[config.mk]
export PLATFORM = sky130hd
export DESIGN_NAME = ducrm_top
export DESIGN_NICKNAME = d
export VERILOG_FILES = /design/src/ducrm_pkg.sv /design/src/ducrm_core_if.sv /design/src/ducrm_rate_counter.sv /design/src/ducrm_modem_watch.sv /design/src/ducrm_top.sv
export SDC_FILE = /design/constraint.sdc
export NUM_CORES = 1
export LEC_CHECK = 0
export ABC_AREA = 1
export BUFFER_PORTS_ARGS = -buffer_cell sky130_fd_sc_hd__buf_2
export CAP_MARGIN = 20
export CORE_ASPECT_RATIO = 1.2
export CORE_MARGIN = 5
export CORE_UTILIZATION = 45
export DETAILED_ROUTE_END_ITERATION = 12
export GPL_TIMING_DRIVEN = 0
export PLACE_DENSITY_LB_ADDON = 0.1
export RECOVER_POWER = 100
export SLEW_MARGIN = 30
export SYNTH_ARGS = -nofsm -noshare
export SYNTH_HDL_FRONTEND = slang
export SYNTH_SLANG_ARGS = --single-unit
export TNS_END_PERCENT = 5
[constraint.sdc]
create_clock -name core_clk -period 4.5 [get_ports core_clk]
set_input_delay 0.45 -clock core_clk [delete_from_list [all_inputs] [get_ports core_clk]]
set_output_delay 0.45 -clock core_clk [all_outputs]
set_load 0.05 [all_outputs]
[src/ducrm_pkg.sv]
// constants and types shared by the channel register map
package ducrm_pkg;
    // register offsets on the three address lines
    localparam logic [2:0] OFF_HOLD = 3'h0;
    localparam logic [2:0] OFF_IER = 3'h1;
    localparam logic [2:0] OFF_ISR = 3'h2;
    localparam logic [2:0] OFF_LCR = 3'h3;
    localparam logic [2:0] OFF_MCR = 3'h4;
    localparam logic [2:0] OFF_LSR = 3'h5;
    localparam logic [2:0] OFF_MSR = 3'h6;
    localparam logic [2:0] OFF_SCR = 3'h7;
    // line control value that opens the enhanced bank
    localparam logic [7:0] LCR_ENH_KEY = 8'hbf;
    localparam int LCR_DIV_BIT = 7;
    localparam logic [7:0] RESET_BYTE = 8'h00;
    // masks of the bits alive while the enhanced-enable bit is 0, and the full mask used while it is 1
    localparam logic [7:0] IER_BASE_MASK = 8'h0f;
    localparam logic [7:0] FCR_BASE_MASK = 8'hcf;
    localparam logic [7:0] MCR_BASE_MASK = 8'h1f;
    localparam logic [5:0] ISR_BASE_MASK = 6'h0f;
    localparam logic [7:0] AFR_USED_MASK = 8'h07;
    localparam logic [7:0] FULL_MASK = 8'hff;
    // field positions
    localparam int FCR_FIFO_EN = 0;
    localparam int FCR_RX_RST = 1;
    localparam int FCR_TX_RST = 2;
    localparam int FCR_DMA = 3;
    localparam int FCR_TRIG_LO = 6;
    localparam int MCR_DTR = 0;
    localparam int MCR_RTS = 1;
    localparam int MCR_OP1 = 2;
    localparam int MCR_OP2 = 3;
    localparam int MCR_LOOP = 4;
    localparam int MCR_PRESCALE = 7;
    localparam int AFR_CONCURRENT = 0;
    localparam int AFR_BAUD_SEL = 1;
    localparam int AFR_RECEIVE_READY_PIN_SEL = 2;
    localparam int EFR_ENH_EN = 4;
    // prescaler applied when the prescaler select bit and the enhanced-enable bit are both set
    localparam logic [1:0] PRESCALE_LAST = 2'h3;
    localparam logic [15:0] DIV_ONE = 16'h0001;
    localparam logic [15:0] DIV_ZERO = 16'h0000;
    // which bank the address lines reach
    typedef enum logic [1:0] {
        BANK_NORMAL = 2'b00,
        BANK_DIVISOR = 2'b01,
        BANK_ENHANCED = 2'b11
    } ducrm_bank_e;
    // bank decode from the line control value
    function automatic ducrm_bank_e bankOf(input logic [7:0] line_control);
        if (line_control == LCR_ENH_KEY) begin
            return BANK_ENHANCED;
        end else if (line_control[LCR_DIV_BIT]) begin
            return BANK_DIVISOR;
        end
        return BANK_NORMAL;
    endfunction
endpackage

[src/ducrm_core_if.sv]
// signals between the register map and its two helpers
`timescale 1ns/10ps
interface ducrm_core_if;
    logic [15:0] divisor;
    logic prescaleSel;
    logic baudTick;
    logic [3:0] modemLevels;
    logic deltaClear;
    logic [3:0] deltaFlags;
    modport rate (input divisor, input prescaleSel, output baudTick);
    modport watch (input modemLevels, input deltaClear,
                   output deltaFlags);
    modport hub (output divisor, output prescaleSel, output modemLevels,
                 output deltaClear, input baudTick, input deltaFlags);
endinterface

[src/ducrm_rate_counter.sv]
// sixteen-bit rate counter with optional prescaler
`timescale 1ns/10ps
module ducrm_rate_counter
    import ducrm_pkg::*;
(
    input wire logic core_clk,
    input wire logic reset_n,
    ducrm_core_if.rate link
);
    typedef struct packed {
        logic [1:0] pre;
        logic [15:0] count;
        logic tick;
    } ducrm_rate_s;
    ducrm_rate_s st_q, st_d;
    logic preEn;

    // a zero divisor parks the counter, so no tick ever leaves it
    always_comb begin
        st_d = st_q;
        st_d.tick = 1'b0;
        preEn = !link.prescaleSel || (st_q.pre == PRESCALE_LAST);
        st_d.pre = preEn ? 2'h0 : st_q.pre + 2'h1;
        if (link.divisor == DIV_ZERO) begin
            st_d.count = DIV_ZERO;
        end else if (preEn) begin
            if (st_q.count <= DIV_ONE) begin
                st_d.count = link.divisor;
                st_d.tick = 1'b1;
            end else begin
                st_d.count = st_q.count - DIV_ONE;
            end
        end
    end

    always_ff @(posedge core_clk or negedge reset_n) begin
        if (!reset_n) begin
            st_q <= '0;
        end else begin
            st_q <= st_d;
        end
    end

    assign link.baudTick = st_q.tick;
endmodule

[src/ducrm_modem_watch.sv]
// change detector for the four modem status inputs
`timescale 1ns/10ps
module ducrm_modem_watch
    import ducrm_pkg::*;
(
    input wire logic core_clk,
    input wire logic reset_n,
    ducrm_core_if.watch link
);
    typedef struct packed {
        logic primed;
        logic [3:0] prev;
        logic [3:0] delta;
    } ducrm_watch_s;
    ducrm_watch_s st_q, st_d;
    logic [3:0] change;

    // first sample after reset only primes, so reset is not a change
    always_comb begin
        st_d = st_q;
        change = st_q.primed ? (link.modemLevels ^ st_q.prev) : 4'h0;
        st_d.primed = 1'b1;
        st_d.prev = link.modemLevels;
        // a change in the clearing cycle still sets its flag
        st_d.delta = (st_q.delta & ~{4{link.deltaClear}}) | change;
    end

    always_ff @(posedge core_clk or negedge reset_n) begin
        if (!reset_n) begin
            st_q <= '0;
        end else begin
            st_q <= st_d;
        end
    end

    assign link.deltaFlags = st_q.delta;
endmodule

[src/ducrm_top.sv]
// register map and address decode of one serial channel
`timescale 1ns/10ps
module ducrm_top
    import ducrm_pkg::*;
#(
    parameter logic [7:0] REVISION_CODE = 8'h5a, // arbitrary value
    parameter logic [7:0] PART_ID = 8'hc3 // arbitrary value
)(
    input wire logic core_clk,
    input wire logic reset_n,
    input wire logic [2:0] hostAddr,
    input wire logic [7:0] hostWrData,
    input wire logic hostWrStrobe,
    input wire logic hostRdStrobe,
    output logic [7:0] hostRdData,
    input wire logic [7:0] rxData,
    output logic rxDataPop,
    output logic [7:0] txData,
    output logic txDataPush,
    input wire logic [7:0] lineStatus,
    output logic lineStatusRead,
    input wire logic [5:0] intSource,
    output logic isrRead,
    input wire logic ctsIn,
    input wire logic dsrIn,
    input wire logic ringIn,
    input wire logic carrierDetectIn,
    input wire logic rxReadyN,
    output logic [7:0] lineControl,
    output logic [7:0] intEnable,
    output logic [7:0] modemControl,
    output logic [7:0] enhancedFeature,
    output logic [7:0] resumeCharFirst,
    output logic [7:0] resumeCharSecond,
    output logic [7:0] pauseCharFirst,
    output logic [7:0] pauseCharSecond,
    output logic fifoEnable,
    output logic rxFifoReset,
    output logic txFifoReset,
    output logic dmaMode,
    output logic [1:0] rxTrigger,
    output logic concurrentWrite,
    output logic baudTick,
    output logic sharedPinOut,
    output logic dtrOutN,
    output logic rtsOutN,
    output logic generalOutputTwoN,
    input wire logic txSerialIn,
    input wire logic rxSerialPin,
    output logic txSerialPin,
    output logic rxSerialOut
);
    typedef struct packed {
        logic [7:0] line_control;
        logic [7:0] interrupt_enable;
        logic [7:0] fifo_control;
        logic [7:0] modem_control;
        logic [7:0] scratch;
        logic [7:0] dll;
        logic [7:0] divisor_high;
        logic [7:0] alternate_function;
        logic [7:0] enhanced_feature;
        logic [7:0] resume_char_first;
        logic [7:0] resume_char_second;
        logic [7:0] pause_char_first;
        logic [7:0] pause_char_second;
        logic [7:0] rdData;
        logic [7:0] txData;
        logic txPush;
        logic rxPop;
        logic lsrRead;
        logic isrRead;
        logic rxFifoRst;
        logic txFifoRst;
        logic sharedPin;
    } ducrm_regs_s;
    ducrm_regs_s st_q, st_d;

    ducrm_core_if core ();
    ducrm_bank_e bank;
    logic enh;
    logic idMode;
    logic loop;
    logic msrRead;
    logic [7:0] ierMask;
    logic [7:0] mcrMask;
    logic [7:0] fcrMask;
    logic [5:0] isrMask;
    logic [3:0] levels;
    logic [7:0] msrByte;
    logic [7:0] isrByte;

    ducrm_rate_counter u_rate (
        .core_clk(core_clk),
        .reset_n(reset_n),
        .link(core.rate)
    );

    ducrm_modem_watch u_watch (
        .core_clk(core_clk),
        .reset_n(reset_n),
        .link(core.watch)
    );

    // decode and gating terms shared by the read and write paths
    assign bank = bankOf(st_q.line_control);
    assign enh = st_q.enhanced_feature[EFR_ENH_EN];
    assign idMode = (bank == BANK_DIVISOR) && (st_q.dll == RESET_BYTE)
                    && (st_q.divisor_high == RESET_BYTE);
    assign loop = st_q.modem_control[MCR_LOOP];
    // stored IER and MCR extended bits survive, but are masked while disabled; FCR ones are dropped on write
    assign ierMask = enh ? FULL_MASK : IER_BASE_MASK;
    assign mcrMask = enh ? FULL_MASK : MCR_BASE_MASK;
    assign fcrMask = enh ? FULL_MASK : FCR_BASE_MASK;
    assign isrMask = enh ? 6'h3f : ISR_BASE_MASK;
    // loopback replaces the modem inputs with the modem outputs
    assign levels = loop ? {st_q.modem_control[MCR_OP2], st_q.modem_control[MCR_OP1],
                            st_q.modem_control[MCR_DTR], st_q.modem_control[MCR_RTS]}
                         : {carrierDetectIn, ringIn, dsrIn, ctsIn};
    assign msrByte = {levels, core.deltaFlags};
    assign isrByte = {{2{st_q.fifo_control[FCR_FIFO_EN]}},
                      intSource & isrMask};
    assign msrRead = hostRdStrobe && (hostAddr == OFF_MSR)
                     && (bank != BANK_ENHANCED);
    assign core.divisor = {st_q.divisor_high, st_q.dll};
    assign core.prescaleSel = st_q.modem_control[MCR_PRESCALE] && enh;
    assign core.modemLevels = levels;
    assign core.deltaClear = msrRead;

    // host write, host read and their side effects
    always_comb begin
        st_d = st_q;
        st_d.txPush = 1'b0;
        st_d.rxPop = 1'b0;
        st_d.lsrRead = 1'b0;
        st_d.isrRead = 1'b0;
        st_d.rxFifoRst = 1'b0;
        st_d.txFifoRst = 1'b0;
        if (hostWrStrobe) begin
            case (hostAddr)
                OFF_HOLD: begin
                    if (bank == BANK_NORMAL) begin
                        st_d.txData = hostWrData;
                        st_d.txPush = 1'b1;
                    end else begin
                        st_d.dll = hostWrData;
                    end
                end
                OFF_IER: begin
                    if (bank == BANK_NORMAL) begin
                        st_d.interrupt_enable = hostWrData;
                    end else begin
                        st_d.divisor_high = hostWrData;
                    end
                end
                OFF_ISR: begin
                    case (bank)
                        BANK_NORMAL: begin
                            st_d.fifo_control = hostWrData & fcrMask;
                            st_d.rxFifoRst = hostWrData[FCR_RX_RST];
                            st_d.txFifoRst = hostWrData[FCR_TX_RST];
                        end
                        BANK_DIVISOR: begin
                            st_d.alternate_function = hostWrData & AFR_USED_MASK;
                        end
                        default: begin
                            st_d.enhanced_feature = hostWrData;
                        end
                    endcase
                end
                OFF_LCR: begin
                    st_d.line_control = hostWrData;
                end
                OFF_MCR: begin
                    if (bank == BANK_ENHANCED) begin
                        st_d.resume_char_first = hostWrData;
                    end else begin
                        st_d.modem_control = hostWrData;
                    end
                end
                OFF_LSR: begin
                    if (bank == BANK_ENHANCED) begin
                        st_d.resume_char_second = hostWrData;
                    end
                end
                OFF_MSR: begin
                    if (bank == BANK_ENHANCED) begin
                        st_d.pause_char_first = hostWrData;
                    end
                end
                default: begin
                    if (bank == BANK_ENHANCED) begin
                        st_d.pause_char_second = hostWrData;
                    end else begin
                        st_d.scratch = hostWrData;
                    end
                end
            endcase
        end
        if (hostRdStrobe) begin
            case (hostAddr)
                OFF_HOLD: begin
                    if (bank == BANK_NORMAL) begin
                        st_d.rdData = rxData;
                        st_d.rxPop = 1'b1;
                    end else begin
                        st_d.rdData = idMode ? REVISION_CODE
                                             : st_q.dll;
                    end
                end
                OFF_IER: begin
                    if (bank == BANK_NORMAL) begin
                        st_d.rdData = st_q.interrupt_enable & ierMask;
                    end else begin
                        st_d.rdData = idMode ? PART_ID : st_q.divisor_high;
                    end
                end
                OFF_ISR: begin
                    case (bank)
                        BANK_NORMAL: begin
                            st_d.rdData = isrByte;
                            st_d.isrRead = 1'b1;
                        end
                        BANK_DIVISOR: begin
                            st_d.rdData = st_q.alternate_function;
                        end
                        default: begin
                            st_d.rdData = st_q.enhanced_feature;
                        end
                    endcase
                end
                OFF_LCR: begin
                    st_d.rdData = st_q.line_control;
                end
                OFF_MCR: begin
                    st_d.rdData = (bank == BANK_ENHANCED) ? st_q.resume_char_first
                                  : st_q.modem_control & mcrMask;
                end
                OFF_LSR: begin
                    if (bank == BANK_ENHANCED) begin
                        st_d.rdData = st_q.resume_char_second;
                    end else begin
                        st_d.rdData = lineStatus;
                        st_d.lsrRead = 1'b1;
                    end
                end
                OFF_MSR: begin
                    st_d.rdData = (bank == BANK_ENHANCED) ? st_q.pause_char_first
                                  : msrByte;
                end
                default: begin
                    st_d.rdData = (bank == BANK_ENHANCED) ? st_q.pause_char_second
                                  : st_q.scratch;
                end
            endcase
        end
        // shared pin: receive-ready wins over the rate output
        if (st_q.alternate_function[AFR_RECEIVE_READY_PIN_SEL]) begin
            st_d.sharedPin = rxReadyN;
        end else if (st_q.alternate_function[AFR_BAUD_SEL]) begin
            st_d.sharedPin = !core.baudTick;
        end else begin
            st_d.sharedPin = !st_q.modem_control[MCR_OP2];
        end
    end

    // all control state starts cleared, divisor zero included
    always_ff @(posedge core_clk or negedge reset_n) begin
        if (!reset_n) begin
            st_q <= '0;
        end else begin
            st_q <= st_d;
        end
    end

    // outputs straight from the registers, extended bits gated
    assign hostRdData = st_q.rdData;
    assign rxDataPop = st_q.rxPop;
    assign txData = st_q.txData;
    assign txDataPush = st_q.txPush;
    assign lineStatusRead = st_q.lsrRead;
    assign isrRead = st_q.isrRead;
    assign lineControl = st_q.line_control;
    assign intEnable = st_q.interrupt_enable & ierMask;
    assign modemControl = st_q.modem_control & mcrMask;
    assign enhancedFeature = st_q.enhanced_feature;
    assign resumeCharFirst = st_q.resume_char_first;
    assign resumeCharSecond = st_q.resume_char_second;
    assign pauseCharFirst = st_q.pause_char_first;
    assign pauseCharSecond = st_q.pause_char_second;
    assign fifoEnable = st_q.fifo_control[FCR_FIFO_EN];
    assign rxFifoReset = st_q.rxFifoRst;
    assign txFifoReset = st_q.txFifoRst;
    assign dmaMode = st_q.fifo_control[FCR_DMA];
    assign rxTrigger = st_q.fifo_control[FCR_TRIG_LO +: 2];
    assign concurrentWrite = st_q.alternate_function[AFR_CONCURRENT];
    assign baudTick = core.baudTick;
    assign sharedPinOut = st_q.sharedPin;
    // loopback holds dtrOutN, rtsOutN and generalOutputTwoN deasserted and the line marking, but not the shared pin
    assign dtrOutN = loop || !st_q.modem_control[MCR_DTR];
    assign rtsOutN = loop || !st_q.modem_control[MCR_RTS];
    assign generalOutputTwoN = loop || !st_q.modem_control[MCR_OP2];
    assign txSerialPin = loop || txSerialIn;
    assign rxSerialOut = loop ? txSerialIn : rxSerialPin;
endmodule

## Yosys cells after proc, flatten, opt, wreduce, memory -nomap -nowiden

Cells that the tools add are included.

| word-level totals | value |
|---|---|
| register bits | 150 |
| output and inout bits | 98 |
| bits of input ports | 44 |
| word-level logic and storage cells | 133 |

| cells by class | value |
|---|---|
| reductions and logical operators | 37 |
| eq/ne operators | 11 |
| multiplexer cells | 42 |
| order comparisons | 1 |
| $add $sub $neg | 2 |
| bitwise logic cells | 12 |

Operators by type and width:

| operator | count |
|---|---|
| $mux 8 | 10 |
| $pmux 8 s7 | 1 |
| $reduce_and 3->1 | 13 |
| $mux 16 | 2 |
| $and 8x8->8 | 3 |
| $mux 17 | 1 |
| $le 16x1->1 const B | 1 |
| $logic_not 16->1 | 1 |
| $logic_not 8->1 | 2 |
| $pmux 8 s2 | 1 |
| $sub 16x1->16 const B | 1 |
| $mux 1 | 15 |
| $mux 2 | 7 |
| $mux 6 | 2 |
| $eq 3x3->1 const B | 3 |
| $eq 8x8->1 const B | 1 |
| $mux 4 | 2 |
| $reduce_or 7->1 | 1 |
| $and 6x6->6 | 1 |
| $eq 3x2->1 const B | 2 |
| $logic_and 1x1->1 | 5 |
| $logic_not 1->1 | 5 |
| $logic_or 1x1->1 | 5 |
| $and 4x4->4 | 1 |
| 15 further kinds | 19 |

## Longest topological paths before layout

| depth | value |
|---|---|
| depth in word-level cells | 9 |
| depth in mapped cells | 13 |
| gate-level depth less buffers | 13 |

## By module

Synthesis repeated with hierarchy kept, for this count alone.

| unflattened totals | value |
|---|---|
| cells, all modules | 1117 |
| area total of the unflattened synthesis | 8315.5 um^2 |

By module, submodules not included:

| module | cells an instance | area an instance (um^2) | seq. area each (um^2) | times used |
|---|---|---|---|---|
| ducrm_top | 842 | 6467.5 | 2952.8 | 1 |
| ducrm_rate_counter | 232 | 1475.2 | 475.5 | 1 |
| ducrm_modem_watch | 43 | 372.9 | 225.2 | 1 |

## Worst setup path before layout

Ideal clock, no wire load.

| timing path | value |
|---|---|
| kind | in2reg |
| start | input port hostAddr[0] |
| end | register st_q, in the netlist enhancedFeature[5] |
| cell stages on the path | 10 |
| required time | 4.380 ns |
| arrival | 1.472 ns |
| path buffers | 2 |
| library setup time | 0.120 ns |
| path slack | 2.908 ns |
| cells stage by stage | buf_6 > inv_6 > nand2_4 > nor2_8 > inv_2 > nor3_4 > buf_6 > nand2_1 > o21ai_0 > inv_1 |

| between the ends | value |
|---|---|
| longest elaborated chain between the ends | 2 |

Ends and longest elaborated chain:

| what | RTL line | text |
|---|---|---|
| from (decl) | ducrm_top.sv:11 | `input wire logic [2:0] hostAddr,` |
| $eq 3x2->1 | ducrm_top.sv:140 | `case (hostAddr)` |
| $reduce_and 3->1 (no line) | - |  |
| to (signal assigned) | ducrm_top.sv:272 | `st_q <= st_d;` |
| to (decl) | ducrm_top.sv:77 | `ducrm_regs_s st_q, st_d;` |

Every way passes these cells.
A chain may end at the register's enable or synchronous reset.

## Worst setup path after layout

| timing path | value |
|---|---|
| start | input port hostAddr[2] |
| end | register st_q[100] in the netlist's numbering |

| between the ends | value |
|---|---|
| longest elaborated chain between the ends | 2 |

Ends and longest elaborated chain:

| what | RTL line |
|---|---|
| $eq 3x3->1 | ducrm_top.sv:140 |
| $reduce_and 3->1 (no line) | - |

Every way passes these cells.

==> impl_metrics.json <==
{
  "routed_via_density": 5.121,
  "clock_latency_ns": 0.42,
  "antenna_found_initial": 0,
  "finalHoldViolCount": 0,
  "grt_max_degree": 87,
  "grt.overflow.total": 0,
  "period_share_pct": 67.68,
  "dpl.hpwl_um": 18960,
  "r2r_slack_ns": 1.99,
  "max_slew_margin_pct": 11.02,
  "period_minus_slack_ns": 3.045,
  "cts_resized": 0,
  "clock_path_buffers": 2,
  "slew_viol_final": 0,
  "powerDensity_mw_per_mm2": 472.6,
  "postSynthCellCount": 1045,
  "core_area_mm2": 0.01757,
  "ys.flop_type": "dfrtp_1",
  "vias": 7359,
  "grt_pass1_vias": 7281,
  "fillers": 1860,
  "multi_input_area_mm2": 0.003179,
  "ant_nets": 0,
  "p_leak_nw": 4.738,
  "max-vdd-ir-drop_mv": 0.2720,
  "fin_skew_ns": 0.009189,
  "crit_type": "in2reg",
  "grt_pass1_wl_um": 40140,
  "wl_met2_um": 12520,
  "syn2layout_area_growth_pct": 17.00,
  "die-area_mm2": 0.02068,
  "worst_slew_pin_slew_ns": 1.325,
  "ff_latch_area_mm2": 0.003654,
  "drt_first_pass_iters": 5,
  "rsz0062_at_grt": "no",
  "ys_warn_count": 0,
  "fin_hold_ws_ns": 0.2501,
  "postCtsSetupBuffers": 0,
  "min_path_type": "in2reg",
  "rows": 53,
  "synthArstFlopShare_pct": 100.0,
  "initial_core_util_pct": 45.83,
  "crit_fanout": 10,
  "fin_tns_setup_ns": 0,
  "grt_usage_pct": 24.97,
  "hold_buffers": 1,
  "synth_nets": 1092,
  "final_nets": 1251,
  "dr.max_layer_used": "met4",
  "cts_tree": "done",
  "fp.dieH_um": 156.6,
  "drt-initial-drc-count": 563,
  "status": "completed",
  "ios": 142,
  "drive_gt1_share_pct": 15.53,
  "required_ns": 4.77,
  "ys_seq_area_share_pct": 45.36,
  "port_buffers": 138,
  "cp_data_arrival_time_ns": 3.32,
  "cts_inserted_buffers": 17,
  "wirelength_um": 25510,
  "routedLengthMet1_um": 10600,
  "place.gp.congestion": 0.9365,
  "synth-edff-count": 0,
  "cts_sinks": 146,
  "avgSynthCellArea_um2": 7.707,
  "post-route-cell-area_mm2": 0.009423,
  "drc": 0,
  "diodes": 0,
  "clkSlewWorstSetupHoldPaths_ns": 0.06,
  "die_w_um": 132.1,
  "cts-root-buf": "clkbuf_16",
  "h-tree-depth": 4,
  "maxCapViolCount": 0,
  "cp-end-kind": "flip-flop",
  "placed_area_mm2": 0.009057,
  "netlist_area_mm2": 0.008054,
  "ys_seq_elements": 146,
  "max_freq_mhz": 328.4,
  "wl_met3_um": 1335,
  "setup_viol": 0,
  "ys_types": 41,
  "wl_per_cell_um": 17.75,
  "start_kind": "primary input"
}
==> state kept, by name (all words and copies together) (netlist names), 2 cells and up <==
signal	flops
u_watch.st_q	5
u_watch.link.deltaFlags	4
st_q	25
u_rate.st_q	18
lineControl	8
resumeCharSecond	8
core.divisor	16
enhancedFeature	8
hostRdData	8
pauseCharFirst	8
pauseCharSecond	8
txData	8
rxTrigger	2
resumeCharFirst	8
==> cells by family after synthesis <==
group                      synth area share [%]
DFF                                       45.36
and+or+nand+nor                           26.89
other                                   0.04656
buffers and inverters                     14.31
xor gates and xnor gates                 0.6525
adders and majority gates                0.4661
AOI/OAI and AO/OA                         11.90
muxes                                    0.3729
==> area by class of cell <==
class | count | share of cell area (%)
Sequential cell | 146 | 38.77
Multi-Input combinational cell | 692 | 33.74
Buffer | 119 | 8.259
Timing Repair Buffer | 140 | 6.533
Clock buffer | 18 | 4.555
Inverter | 88 | 3.572
Tap cell | 220 | 2.921
Clock inverter | 14 | 1.647
==> final timing paths <==
kind	from	end	depth (start not counted)
worst max-delay path	hostAddr[2]	st_q[100]	7
worst min-delay path	rxReadyN	sharedPinOut	3
worst max register to register	lineControl[7]	concurrentWrite	8
worst min register to register	u_rate.st_q[17]	u_rate.st_q[17]	1
max in group asynchronous	reset_n	concurrentWrite	3
min in group asynchronous	reset_n	u_rate.st_q[12]	2
==> metrics by stage <==
step                cells  util, %  worst slack (ns)  total power, mW
finish               1437    53.62             1.455            4.453
global route         1437    53.62             1.252            4.713
CTS                  1437    54.92             2.397            4.508
detailed placement   1404    51.54             2.559            3.098
global placement     1403    51.33            0.7675            3.072
floorplan            1045        -             2.908            2.722
==> cells in the mapped netlist (13+ instances only) <==
cell      instances  area share, %
nor2_1           85            4.0
inv_1            78            3.6
buf_2            18            1.1
dfrtp_1         146             45
buf_4            80            7.5
nand3_1          54            3.4
o21ai_0         132            8.2
nand2_1         307             14
o21ai_1          13           0.81
clkbuf_1         15           0.70
==> report_power, final <==
group          leakage (nW)  total (mW)  internal (mW)  switching (mW)
Clock                 0.270        1.41          0.822           0.588
Combinational          2.58        1.30          0.417           0.883
Sequential             1.89        1.74           1.54           0.207
Total                  4.74        4.45           2.78            1.68
==> metal layers <==
| metal | up-vias | GRT usage [%] |
|---|---|---|
| li1 | 3598 | - |
| met1 | 3467 | 31.42 |
| met2 | 236 | 41.78 |
| met3 | 58 | 4.437 |
| met4 | 0 | 12.05 |
| met5 | - | 0 |
==> layout by cell type, fill, tap and decap left out, types with 11 or more instances in the layout <==
cell type	n
nand2_1	310
dfrtp_1	146
o21ai_0	139
clkbuf_1	126
nor2_1	88
inv_1	81
buf_4	79
nand3_1	55
buf_2	49
clkbuf_16	17
o211ai_1	12
a21oi_1	12
nand3b_1	12
or2_2	11
==> critical path, cell delays in order <==
cell and delay (ns):
clkbuf_1 0.38, clkinvlp_2 0.45, nor3_1 1.10, nand3_1 0.47
buf_2 0.32, nand2_1 0.07, o21ai_0 0.07
(Power assumes the default switching activity.)
